### src/include/twimts_defines.svh
// constants for the two-wire master transmit sequencer
`ifndef TWIMTS_DEFINES_SVH
`define TWIMTS_DEFINES_SVH
`define TWIMTS_ST_START      8'h08
`define TWIMTS_ST_RSTART     8'h10
`define TWIMTS_ST_AW_ACK     8'h18
`define TWIMTS_ST_AW_NACK    8'h20
`define TWIMTS_ST_D_ACK      8'h28
`define TWIMTS_ST_D_NACK     8'h30
`define TWIMTS_ST_ARB_LOST   8'h38
`define TWIMTS_ST_SLV_RX     8'h68
`define TWIMTS_ST_SLV_GC     8'h78
`define TWIMTS_ST_SLV_TX     8'hB0
`define TWIMTS_ST_BUS_ERR    8'h00
`define TWIMTS_ST_IDLE       8'hF8
`define TWIMTS_OFF_CTRL      12'h000
`define TWIMTS_OFF_STATUS    12'h004
`define TWIMTS_OFF_DATA      12'h008
`define TWIMTS_OFF_IRQ_STAT  12'h00C
`define TWIMTS_OFF_IRQ_MASK  12'h010
`define TWIMTS_OFF_OWN_ADDR  12'h014
`define TWIMTS_OFF_BITDIV    12'h018
`define TWIMTS_CTRL_DONE     7
`define TWIMTS_CTRL_ACKEN    6
`define TWIMTS_CTRL_BEGIN    5
`define TWIMTS_CTRL_HALT     4
`define TWIMTS_CTRL_EN       2
`define TWIMTS_BITDIV_RESET  8'h0A
`define TWIMTS_OWN_RESET     7'h00
`endif

### src/include/twimts_pkg.sv
// types for the two-wire master transmit sequencer
package twimts_pkg;
  typedef enum logic [3:0] {
    S_IDLE, S_WAIT_FREE, S_START_A, S_START_B, S_HOLD, S_BIT_LOW, S_BIT_HIGH,
    S_ACK_LOW, S_ACK_HIGH, S_STOP_A, S_STOP_B, S_STOP_C, S_SLAVE
  } twimts_state_type;
  typedef struct packed {
    logic scl_oe;
    logic sda_oe;
  } twimts_drive_type;
  typedef struct packed {
    logic start_seen;
    logic stop_seen;
  } twimts_cond_type;
endpackage : twimts_pkg

### src/verilog/twimts_top.sv
// master transmitter sequencer of a two-wire bus with an apb register slave
// How it works
// - after start, post 08; address with write bit then goes out and ack is sampled
// - after repeated start, post 10; read bit switches to receiver (outside here)
// - address with write bit acknowledged posts 18, not acknowledged posts 20
// - data byte acknowledged posts 28, not acknowledged posts 30
// - in any ack state, done write with no requests sends next data byte
// - done write with begin only sends repeated start, data register untouched
// - done write with halt only sends stop and clears halt bit itself
// - done write with both sends stop then start, halt bit self-clears
// - arbitration lost during address or data posts 38 and raises done flag
// - in 38, done write with no requests releases bus, not-addressed slave
// - in 38, done write with begin waits for bus free then sends start
// - when addressed after arbitration loss in the address byte, post 68, 78 or b0
// - any number of data bytes may follow the address phase
// - misplaced start or stop posts 00; halt plus done write releases lines silently
// - while done flag is clear, status reads f8
`timescale 1ns/1ns
`default_nettype none
`include "twimts_defines.svh"
module twimts_top #(
  parameter int DIV_W = 8
) (
  input wire logic pclk,
  input wire logic presetn,
  input wire logic psel,
  input wire logic penable,
  input wire logic pwrite,
  input wire logic [11:0] paddr,
  input wire logic [31:0] pwdata,
  output logic [31:0] prdata,
  output logic pready,
  output logic pslverr,
  input wire logic scl_in,
  output logic scl_out,
  output logic scl_oe,
  input wire logic sda_in,
  output logic sda_out,
  output logic sda_oe,
  output logic irq
);
  if (DIV_W < 2 || DIV_W > 16) begin : g_bad_div_w
    $error("twimts_top: DIV_W out of range");
  end

  // pin synchronisers, two flops each
  logic [1:0] scl_sync_q, sda_sync_q;
  logic scl_prev_q, sda_prev_q;
  always_ff @(posedge pclk or negedge presetn) begin
    if (!presetn) begin
      scl_sync_q <= 2'h3;
      sda_sync_q <= 2'h3;
      scl_prev_q <= 1'b1;
      sda_prev_q <= 1'b1;
    end else begin
      scl_sync_q <= {scl_sync_q[0], scl_in};
      sda_sync_q <= {sda_sync_q[0], sda_in};
      scl_prev_q <= scl_sync_q[1];
      sda_prev_q <= sda_sync_q[1];
    end
  end
  wire logic scl_s = scl_sync_q[1];
  wire logic sda_s = sda_sync_q[1];
  twimts_pkg::twimts_cond_type cond;
  assign cond.start_seen = scl_s && scl_prev_q && sda_prev_q && !sda_s;
  assign cond.stop_seen = scl_s && scl_prev_q && !sda_prev_q && sda_s;
  wire logic scl_rise = scl_s && !scl_prev_q;

  // registers
  twimts_pkg::twimts_state_type state_q;
  logic done_q, acken_q, begin_q, halt_q, en_q, busy_bus_q;
  logic [7:0] status_q, data_q, shift_q;
  logic [6:0] own_addr_q;
  logic [7:0] bitdiv_q;
  logic [DIV_W-1:0] div_cnt_q;
  logic [2:0] bit_q;
  logic [3:0] irq_stat_q, irq_mask_q;
  logic in_frame_q, sa_act_q, addr_phase_q;
  logic [7:0] rx_shift_q;
  logic [3:0] rx_cnt_q;
  twimts_pkg::twimts_drive_type drv_q;

  // apb decode, zero wait states
  wire logic acc = psel && penable;
  wire logic wr = acc && pwrite;
  wire logic wr_ctrl = wr && paddr == `TWIMTS_OFF_CTRL;
  wire logic wr_data = wr && paddr == `TWIMTS_OFF_DATA;
  wire logic wr_istat = wr && paddr == `TWIMTS_OFF_IRQ_STAT;
  wire logic wr_imask = wr && paddr == `TWIMTS_OFF_IRQ_MASK;
  wire logic wr_own = wr && paddr == `TWIMTS_OFF_OWN_ADDR;
  wire logic wr_div = wr && paddr == `TWIMTS_OFF_BITDIV;
  wire logic addr_ok = paddr == `TWIMTS_OFF_CTRL || paddr == `TWIMTS_OFF_STATUS
    || paddr == `TWIMTS_OFF_DATA || paddr == `TWIMTS_OFF_IRQ_STAT
    || paddr == `TWIMTS_OFF_IRQ_MASK || paddr == `TWIMTS_OFF_OWN_ADDR
    || paddr == `TWIMTS_OFF_BITDIV;
  wire logic go = wr_ctrl && pwdata[`TWIMTS_CTRL_DONE] && done_q;
  wire logic go_begin = pwdata[`TWIMTS_CTRL_BEGIN];
  wire logic go_halt = pwdata[`TWIMTS_CTRL_HALT];
  wire logic [7:0] ctrl_rd = {done_q, acken_q, begin_q, halt_q, 1'b0, en_q, 2'h0};
  wire logic [7:0] status_rd = done_q ? status_q : `TWIMTS_ST_IDLE;
  logic [31:0] rd_mux;
  always_comb begin
    case (paddr)
      `TWIMTS_OFF_CTRL: rd_mux = {24'h000000, ctrl_rd};
      `TWIMTS_OFF_STATUS: rd_mux = {24'h000000, status_rd};
      `TWIMTS_OFF_DATA: rd_mux = {24'h000000, data_q};
      `TWIMTS_OFF_IRQ_STAT: rd_mux = {28'h0000000, irq_stat_q};
      `TWIMTS_OFF_IRQ_MASK: rd_mux = {28'h0000000, irq_mask_q};
      `TWIMTS_OFF_OWN_ADDR: rd_mux = {25'h0000000, own_addr_q};
      `TWIMTS_OFF_BITDIV: rd_mux = {24'h000000, bitdiv_q};
      default: rd_mux = 32'h00000000;
    endcase
  end
  always_ff @(posedge pclk or negedge presetn) begin
    if (!presetn) begin
      prdata <= 32'h00000000;
      pready <= 1'b0;
      pslverr <= 1'b0;
    end else begin
      pready <= psel && !penable;
      pslverr <= psel && !penable && !addr_ok;
      prdata <= (psel && !penable && !pwrite) ? rd_mux : 32'h00000000;
    end
  end

  // quarter-bit tick from the divider
  wire logic tick = div_cnt_q == DIV_W'(0);
  always_ff @(posedge pclk or negedge presetn) begin
    if (!presetn) begin
      div_cnt_q <= '0;
    end else begin
      div_cnt_q <= tick ? DIV_W'(bitdiv_q) : div_cnt_q - DIV_W'(1);
    end
  end

  // bus-activity tracker: frame position for bus error and bus-free detect
  // a repeated start or stop rides the first clock of a byte, so that one is legal
  wire logic bit_pos_mid = in_frame_q && rx_cnt_q > 4'h1;
  always_ff @(posedge pclk or negedge presetn) begin
    if (!presetn) begin
      busy_bus_q <= 1'b0;
      in_frame_q <= 1'b0;
      rx_cnt_q <= 4'h0;
      rx_shift_q <= 8'h00;
    end else begin
      if (cond.start_seen) begin
        busy_bus_q <= 1'b1;
        in_frame_q <= 1'b1;
        rx_cnt_q <= 4'h0;
      end else if (cond.stop_seen) begin
        busy_bus_q <= 1'b0;
        in_frame_q <= 1'b0;
        rx_cnt_q <= 4'h0;
      end else if (scl_rise && in_frame_q) begin
        rx_shift_q <= {rx_shift_q[6:0], sda_s};
        rx_cnt_q <= rx_cnt_q == 4'h8 ? 4'h0 : rx_cnt_q + 4'h1;
      end
    end
  end
  // own address seen after arbitration loss, 9th clock (ack slot)
  wire logic addr_done = scl_rise && rx_cnt_q == 4'h8 && addr_phase_q;
  wire logic gc_hit = rx_shift_q[7:1] == 7'h00;
  wire logic own_hit = rx_shift_q[7:1] == own_addr_q && acken_q;
  wire logic bus_err = (cond.start_seen || cond.stop_seen) && bit_pos_mid
    && state_q != twimts_pkg::S_STOP_C && state_q != twimts_pkg::S_START_B;

  // sequencer
  logic post;
  logic [7:0] post_code;
  always_ff @(posedge pclk or negedge presetn) begin
    if (!presetn) begin
      state_q <= twimts_pkg::S_IDLE;
      done_q <= 1'b0;
      status_q <= `TWIMTS_ST_IDLE;
      acken_q <= 1'b0;
      begin_q <= 1'b0;
      halt_q <= 1'b0;
      en_q <= 1'b0;
      data_q <= 8'h00;
      shift_q <= 8'h00;
      bit_q <= 3'h0;
      drv_q <= '0;
      sa_act_q <= 1'b0;
      addr_phase_q <= 1'b0;
      own_addr_q <= `TWIMTS_OWN_RESET;
      bitdiv_q <= `TWIMTS_BITDIV_RESET;
      post <= 1'b0;
      post_code <= 8'h00;
    end else begin
      post <= 1'b0;
      if (wr_own) own_addr_q <= pwdata[6:0];
      if (wr_div) bitdiv_q <= pwdata[7:0];
      if (wr_data && done_q) data_q <= pwdata[7:0];
      if (wr_ctrl) begin
        acken_q <= pwdata[`TWIMTS_CTRL_ACKEN];
        en_q <= pwdata[`TWIMTS_CTRL_EN];
        begin_q <= go_begin;
        halt_q <= go_halt;
      end
      if (go) done_q <= 1'b0;
      if (bus_err) begin
        state_q <= twimts_pkg::S_HOLD;
        done_q <= 1'b1;
        status_q <= `TWIMTS_ST_BUS_ERR;
      end else if (go && status_q == `TWIMTS_ST_BUS_ERR && go_halt) begin
        drv_q <= '0;
        halt_q <= 1'b0;
        state_q <= twimts_pkg::S_SLAVE;
      end else if (go && status_q == `TWIMTS_ST_ARB_LOST) begin
        drv_q <= '0;
        sa_act_q <= 1'b0;
        state_q <= go_begin ? twimts_pkg::S_WAIT_FREE : twimts_pkg::S_SLAVE;
      end else if (go && (status_q == `TWIMTS_ST_START || status_q == `TWIMTS_ST_RSTART
          || status_q == `TWIMTS_ST_AW_ACK || status_q == `TWIMTS_ST_AW_NACK
          || status_q == `TWIMTS_ST_D_ACK || status_q == `TWIMTS_ST_D_NACK)) begin
        if (go_halt) begin
          halt_q <= 1'b0;
          state_q <= twimts_pkg::S_STOP_A;
        end else if (go_begin && status_q != `TWIMTS_ST_START && status_q != `TWIMTS_ST_RSTART) begin
          state_q <= twimts_pkg::S_START_A;
        end else begin
          shift_q <= wr_data ? pwdata[7:0] : data_q;
          addr_phase_q <= status_q == `TWIMTS_ST_START || status_q == `TWIMTS_ST_RSTART;
          bit_q <= 3'h7;
          state_q <= twimts_pkg::S_BIT_LOW;
        end
      end else if (wr_ctrl && go_begin && !done_q && state_q == twimts_pkg::S_IDLE && pwdata[`TWIMTS_CTRL_EN]) begin
        state_q <= twimts_pkg::S_WAIT_FREE;
      end else if (tick) begin
        case (state_q)
          twimts_pkg::S_WAIT_FREE: if (!busy_bus_q && scl_s && sda_s) state_q <= twimts_pkg::S_START_A;
          twimts_pkg::S_START_A: begin
            drv_q <= '0; // release both before a start
            state_q <= twimts_pkg::S_START_B;
          end
          twimts_pkg::S_START_B: begin
            drv_q.sda_oe <= 1'b1;
            state_q <= twimts_pkg::S_HOLD;
            post <= 1'b1;
            post_code <= status_q == `TWIMTS_ST_IDLE || status_q == `TWIMTS_ST_ARB_LOST
              || status_q == `TWIMTS_ST_BUS_ERR || !in_frame_q ? `TWIMTS_ST_START : `TWIMTS_ST_RSTART;
          end
          twimts_pkg::S_HOLD: drv_q.scl_oe <= 1'b1; // stretch clock while waiting for software
          twimts_pkg::S_BIT_LOW: begin
            drv_q.scl_oe <= 1'b1; // data moves only a tick after the clock went low
            if (drv_q.scl_oe) begin
              drv_q.sda_oe <= !shift_q[bit_q];
              state_q <= twimts_pkg::S_BIT_HIGH;
            end
          end
          twimts_pkg::S_BIT_HIGH: begin
            drv_q.scl_oe <= 1'b0; // sample only once the release is seen through the synchroniser
            if (scl_s && !drv_q.scl_oe) begin
              if (shift_q[bit_q] && !sda_s) begin
                drv_q <= '0;
                state_q <= twimts_pkg::S_IDLE;
                sa_act_q <= 1'b1;
                post <= 1'b1;
                post_code <= `TWIMTS_ST_ARB_LOST;
              end else begin
                bit_q <= bit_q - 3'h1;
                state_q <= bit_q == 3'h0 ? twimts_pkg::S_ACK_LOW : twimts_pkg::S_BIT_LOW;
              end
            end
          end
          twimts_pkg::S_ACK_LOW: begin
            drv_q.scl_oe <= 1'b1;
            if (drv_q.scl_oe) begin
              drv_q.sda_oe <= 1'b0; // hand the data line to the slave
              state_q <= twimts_pkg::S_ACK_HIGH;
            end
          end
          twimts_pkg::S_ACK_HIGH: begin
            drv_q.scl_oe <= 1'b0;
            if (scl_s && !drv_q.scl_oe) begin
              state_q <= twimts_pkg::S_HOLD;
              post <= 1'b1;
              if (addr_phase_q) post_code <= sda_s ? `TWIMTS_ST_AW_NACK : `TWIMTS_ST_AW_ACK;
              else post_code <= sda_s ? `TWIMTS_ST_D_NACK : `TWIMTS_ST_D_ACK;
            end
          end
          twimts_pkg::S_STOP_A: begin
            drv_q <= '{scl_oe: 1'b1, sda_oe: 1'b1};
            state_q <= twimts_pkg::S_STOP_B;
          end
          twimts_pkg::S_STOP_B: begin
            drv_q.scl_oe <= 1'b0;
            state_q <= twimts_pkg::S_STOP_C;
          end
          twimts_pkg::S_STOP_C: begin
            drv_q.sda_oe <= 1'b0;
            state_q <= begin_q ? twimts_pkg::S_WAIT_FREE : twimts_pkg::S_IDLE;
          end
          default: ;
        endcase
      end
      // slave hand-off after lost arbitration
      if (sa_act_q && addr_done && (own_hit || (gc_hit && acken_q))) begin
        sa_act_q <= 1'b0;
        post <= 1'b1;
        post_code <= rx_shift_q[0] ? `TWIMTS_ST_SLV_TX : (gc_hit ? `TWIMTS_ST_SLV_GC : `TWIMTS_ST_SLV_RX);
      end
      if (post) begin
        done_q <= 1'b1;
        status_q <= post_code;
      end
    end
  end

  // sticky interrupt status, write one to clear, set wins
  wire logic [3:0] ev = {bus_err, post && post_code == `TWIMTS_ST_ARB_LOST,
    state_q == twimts_pkg::S_STOP_C && tick, post};
  always_ff @(posedge pclk or negedge presetn) begin
    if (!presetn) begin
      irq_stat_q <= 4'h0;
      irq_mask_q <= 4'h0;
      irq <= 1'b0;
    end else begin
      irq_stat_q <= (irq_stat_q & ~(wr_istat ? pwdata[3:0] : 4'h0)) | ev;
      if (wr_imask) irq_mask_q <= pwdata[3:0];
      irq <= |(irq_stat_q & irq_mask_q);
    end
  end

  // pins: open drain, drive low only
  always_ff @(posedge pclk or negedge presetn) begin
    if (!presetn) begin
      scl_out <= 1'b0;
      sda_out <= 1'b0;
      scl_oe <= 1'b0;
      sda_oe <= 1'b0;
    end else begin
      scl_out <= 1'b0;
      sda_out <= 1'b0;
      scl_oe <= drv_q.scl_oe;
      sda_oe <= drv_q.sda_oe;
    end
  end
endmodule : twimts_top
`default_nettype wire

### config.mk
export PLATFORM = sky130hd
export DESIGN_NAME = twimts_top
export DESIGN_NICKNAME = d
export VERILOG_FILES = /design/src/include/twimts_pkg.sv /design/src/verilog/twimts_top.sv
export VERILOG_INCLUDE_DIRS = /design/src /design/src/include
export SDC_FILE = /design/constraint.sdc
export NUM_CORES = 1
export LEC_CHECK = 0
export CAP_MARGIN = 20
export CORE_UTILIZATION = 35
export CTS_CLUSTER_SIZE = 20
export DETAILED_ROUTE_END_ITERATION = 7
export DONT_BUFFER_PORTS = 1
export PLACE_DENSITY = 0.5
export SLEW_MARGIN = 20
export SYNTH_ARGS = -nofsm -noshare
export SYNTH_HDL_FRONTEND = slang
export SYNTH_SLANG_ARGS = --single-unit
### constraint.sdc
create_clock -name pclk -period 3.25 [get_ports pclk]
set_input_delay 0.65 -clock pclk [delete_from_list [all_inputs] [get_ports pclk]]
set_output_delay 0.65 -clock pclk [all_outputs]
set_load 0.005 [all_outputs]
==> flow_metrics.tcl <==
set metrics [dict create \
    slew_headroom_pct 58.2 \
    clk_pin_slew_ns 0.08 \
    ir_worst_vdd_mv 0.277 \
    wire_per_inst_um 18.7 \
    die_w_um 130 \
    maxSlewViolCount 0 \
    rr_worst_depth 6 \
    fin_skew_ns 0.0105 \
    clock_latency_ns 0.35 \
    post_cts_resize_count 0 \
    antenna_cells 0 \
    htreeDepth 3 \
    core-area_mm2 0.0159 \
    synth_top_flop_cell "dfrtp_1" \
    gp_congestion 0.862 \
    fin_setup_tns_ns 0 \
    tightest_slew_ns 0.622 \
    dieHeight_um 130 \
    period_minus_slack_ns 2.71 \
    syn_to_final_growth_pct 8.47 \
    synth.top_cell.area_share_pct 40.6 \
    hold_path.class "in2async" \
    drive_gt1_share_pct 15.5 \
    setup_ws_ns 0.535 \
    synth_area_leaders "dfrtp_1, mux2_2, dfstp_2" \
    ff_latch_area_mm2 0.00267 \
    start_kind "flip-flop" \
    crit_type "reg2reg" \
    finalCoreUtilization_pct 39.0 \
    io_buffers 0 \
    grt_max_degree 94 \
    numCtsBuffers 9 \
    vias 4400 \
    multiInputGateArea_mm2 0.00281 \
    pre_cts_slack_ns 0.444 \
    routed_via_density 5.53 \
    synthTopCellsByCount "dfrtp_1, nand2_1, o21ai_0" \
    cts_tree "done" \
    hpwlAfterDp_um 10900 \
    design_area_mm2 0.00622 \
    clock.fmax_mhz 368 \
    io_pins 90 \
    cts.sinks 106 \
    nets 633 \
    critPathMaxFanout 4 \
    num-fill-cells 1606 \
    grt.total_usage_pct 18.5 \
    num_rows 46 \
    antenna_found_initial 0 \
    grt_pass1_vias 4353 \
    setup_viol 0 \
    drv_cap 0 \
    drt_wl_total_um 14900 \
    grt-ovfl-total 0 \
    synth_edf_count 0 \
    grt_pass1_wl_um 23500 \
    worstPathArrival_ns 2.92 \
    place_area_mm2 0.00590 \
    dieArea_mm2 0.0169 \
    hold_ws_ns 0.143 \
    leakagePower_nw 2.64 \
    ys_warn_count 0 \
    status "completed" \
    avgSynthCellArea_um2 10.0 \
    async_reset_ff_share_pct 100 \
    clock_path_buffers 2 \
    cts-root-buf "clkbuf_16" \
    antenna_left 0 \
    cts_setup_buffers 0 \
    cts_hold_buf 1 \
    drt_iter0_markers 304 \
    rsz0062_at_grt "false" \
    synth_cells 573 \
    ys_seq_area_share_pct 46.6 \
    synth.most_common_cell "dfrtp_1" \
    synth_area_mm2 0.00573 \
    power_density_mw_per_mm2 540 \
    synth.distinct_cells 75 \
    firstDrtPassIters 5 \
    finalCritPeriodShare_pct 83.5 \
    start_util_pct 36.0 \
    drcViolationCount 0 \
    ys_ff_latch 106 \
    critical_path_required_ns 3.46 \
    hold_viol 0 \
    cp-end-kind "flip-flop" \
    synth_top_area_cell "dfrtp_1" \
]
power breakdown:
part           switching [mW]  total (mW)  internal (mW)  leakage (nW)
combinational           0.339       0.622          0.283          1.16
clock                   0.508        1.06          0.554         0.142
sequential              0.192        1.68           1.48          1.34
total                    1.04        3.36           2.32          2.64
sequential cells by signal, summed over array words and instances, names as in the netlist, 2 cells and up:
signal	count
scl_sync_q	2
sda_sync_q	2
rx_shift_q	8
shift_q	8
irq_mask_q	4
irq_stat_q	4
state_q	4
prdata	8
data_q	8
rx_cnt_q	4
bitdiv_q	8
bit_q	3
div_cnt_q	8
status_q	5
post_code	5
drv_q	2
own_addr_q	7
cell usage in the layout (no fill, tap or decap), drive strengths merged, types with 13 or more instances in the layout:
master	n
conb	26
nor2	30
nand2	75
o21ai	41
buf	13
mux2	36
dfrtp	93
inv	18
a22oi	15
a21oi	23
dfstp	13
nor3	14
layout make-up:
cell class                      instances  share of cell area [%]
Clock inverter                          5                   0.744
Tap cell                              216                    4.35
Multi-Input combinational cell        428                    45.2
Inverter                               16                   0.966
Sequential cell                       106                    42.9
Clock buffer                           11                    3.90
Timing Repair Buffer                   13                    1.89
path summary, 6_finish.rpt:
path	slack [ns]	from	end
min	0.14	presetn	bitdiv_q[3]
max	0.54	bit_q[0]	bit_q[1]
max reg2reg	0.54	bit_q[0]	bit_q[1]
max in group asynchronous	2.65	presetn	rx_shift_q[3]
min in group pclk	0.30	scl_in	scl_sync_q[0]
min reg2reg	0.36	sda_sync_q[0]	sda_sync_q[1]
worst max-delay path: stages (launching register included):
cell and delay, ns:
dfrtp_1 0.46, mux4_2 0.53, mux2i_1 0.43, o21ai_0 0.25, or4_1 0.49, a211oi_1 0.31
a22oi_1 0.12
per-layer routing:
layer	routed length (µm)	vias up	GRT usage (%)
met1	6510	2173	23.3
li1	-	2043	-
met4	402	0	6.91
met5	0	-	0
met3	916	25	4.80
met2	7030	159	30.4
logic make-up (layout without fill, tap and decap cells):
| logic type | count (synthesis) | after routing | synth area share [%] |
|---|---|---|---|
| AO/OA/AOI/OAI | 141 | 141 | 16.7 |
| XOR/XNOR | 14 | 14 | 2.14 |
| adder cells (fa/ha/maj) | 8 | 8 | 1.75 |
| buffers and inverters | 64 | 45 | 6.02 |
| flip-flops | 106 | 106 | 46.6 |
| multiplexers | 49 | 49 | 9.78 |
| other | 1 | 26 | 0.0654 |
| AND/OR/NAND/NOR | 190 | 190 | 17.0 |
stage by stage:
| stage | cells | power (mW) |
|---|---|---|
| 2_1_floorplan | 598 | 2.16 |
| 3_3_place_gp | 778 | 2.27 |
| 3_5_place_dp | 778 | 2.30 |
| 4_1_cts | 795 | 3.41 |
| 5_1_grt | 795 | 3.57 |
| 6_report | 795 | 3.36 |
No activity file was read; power rests on OpenSTA's default activity.
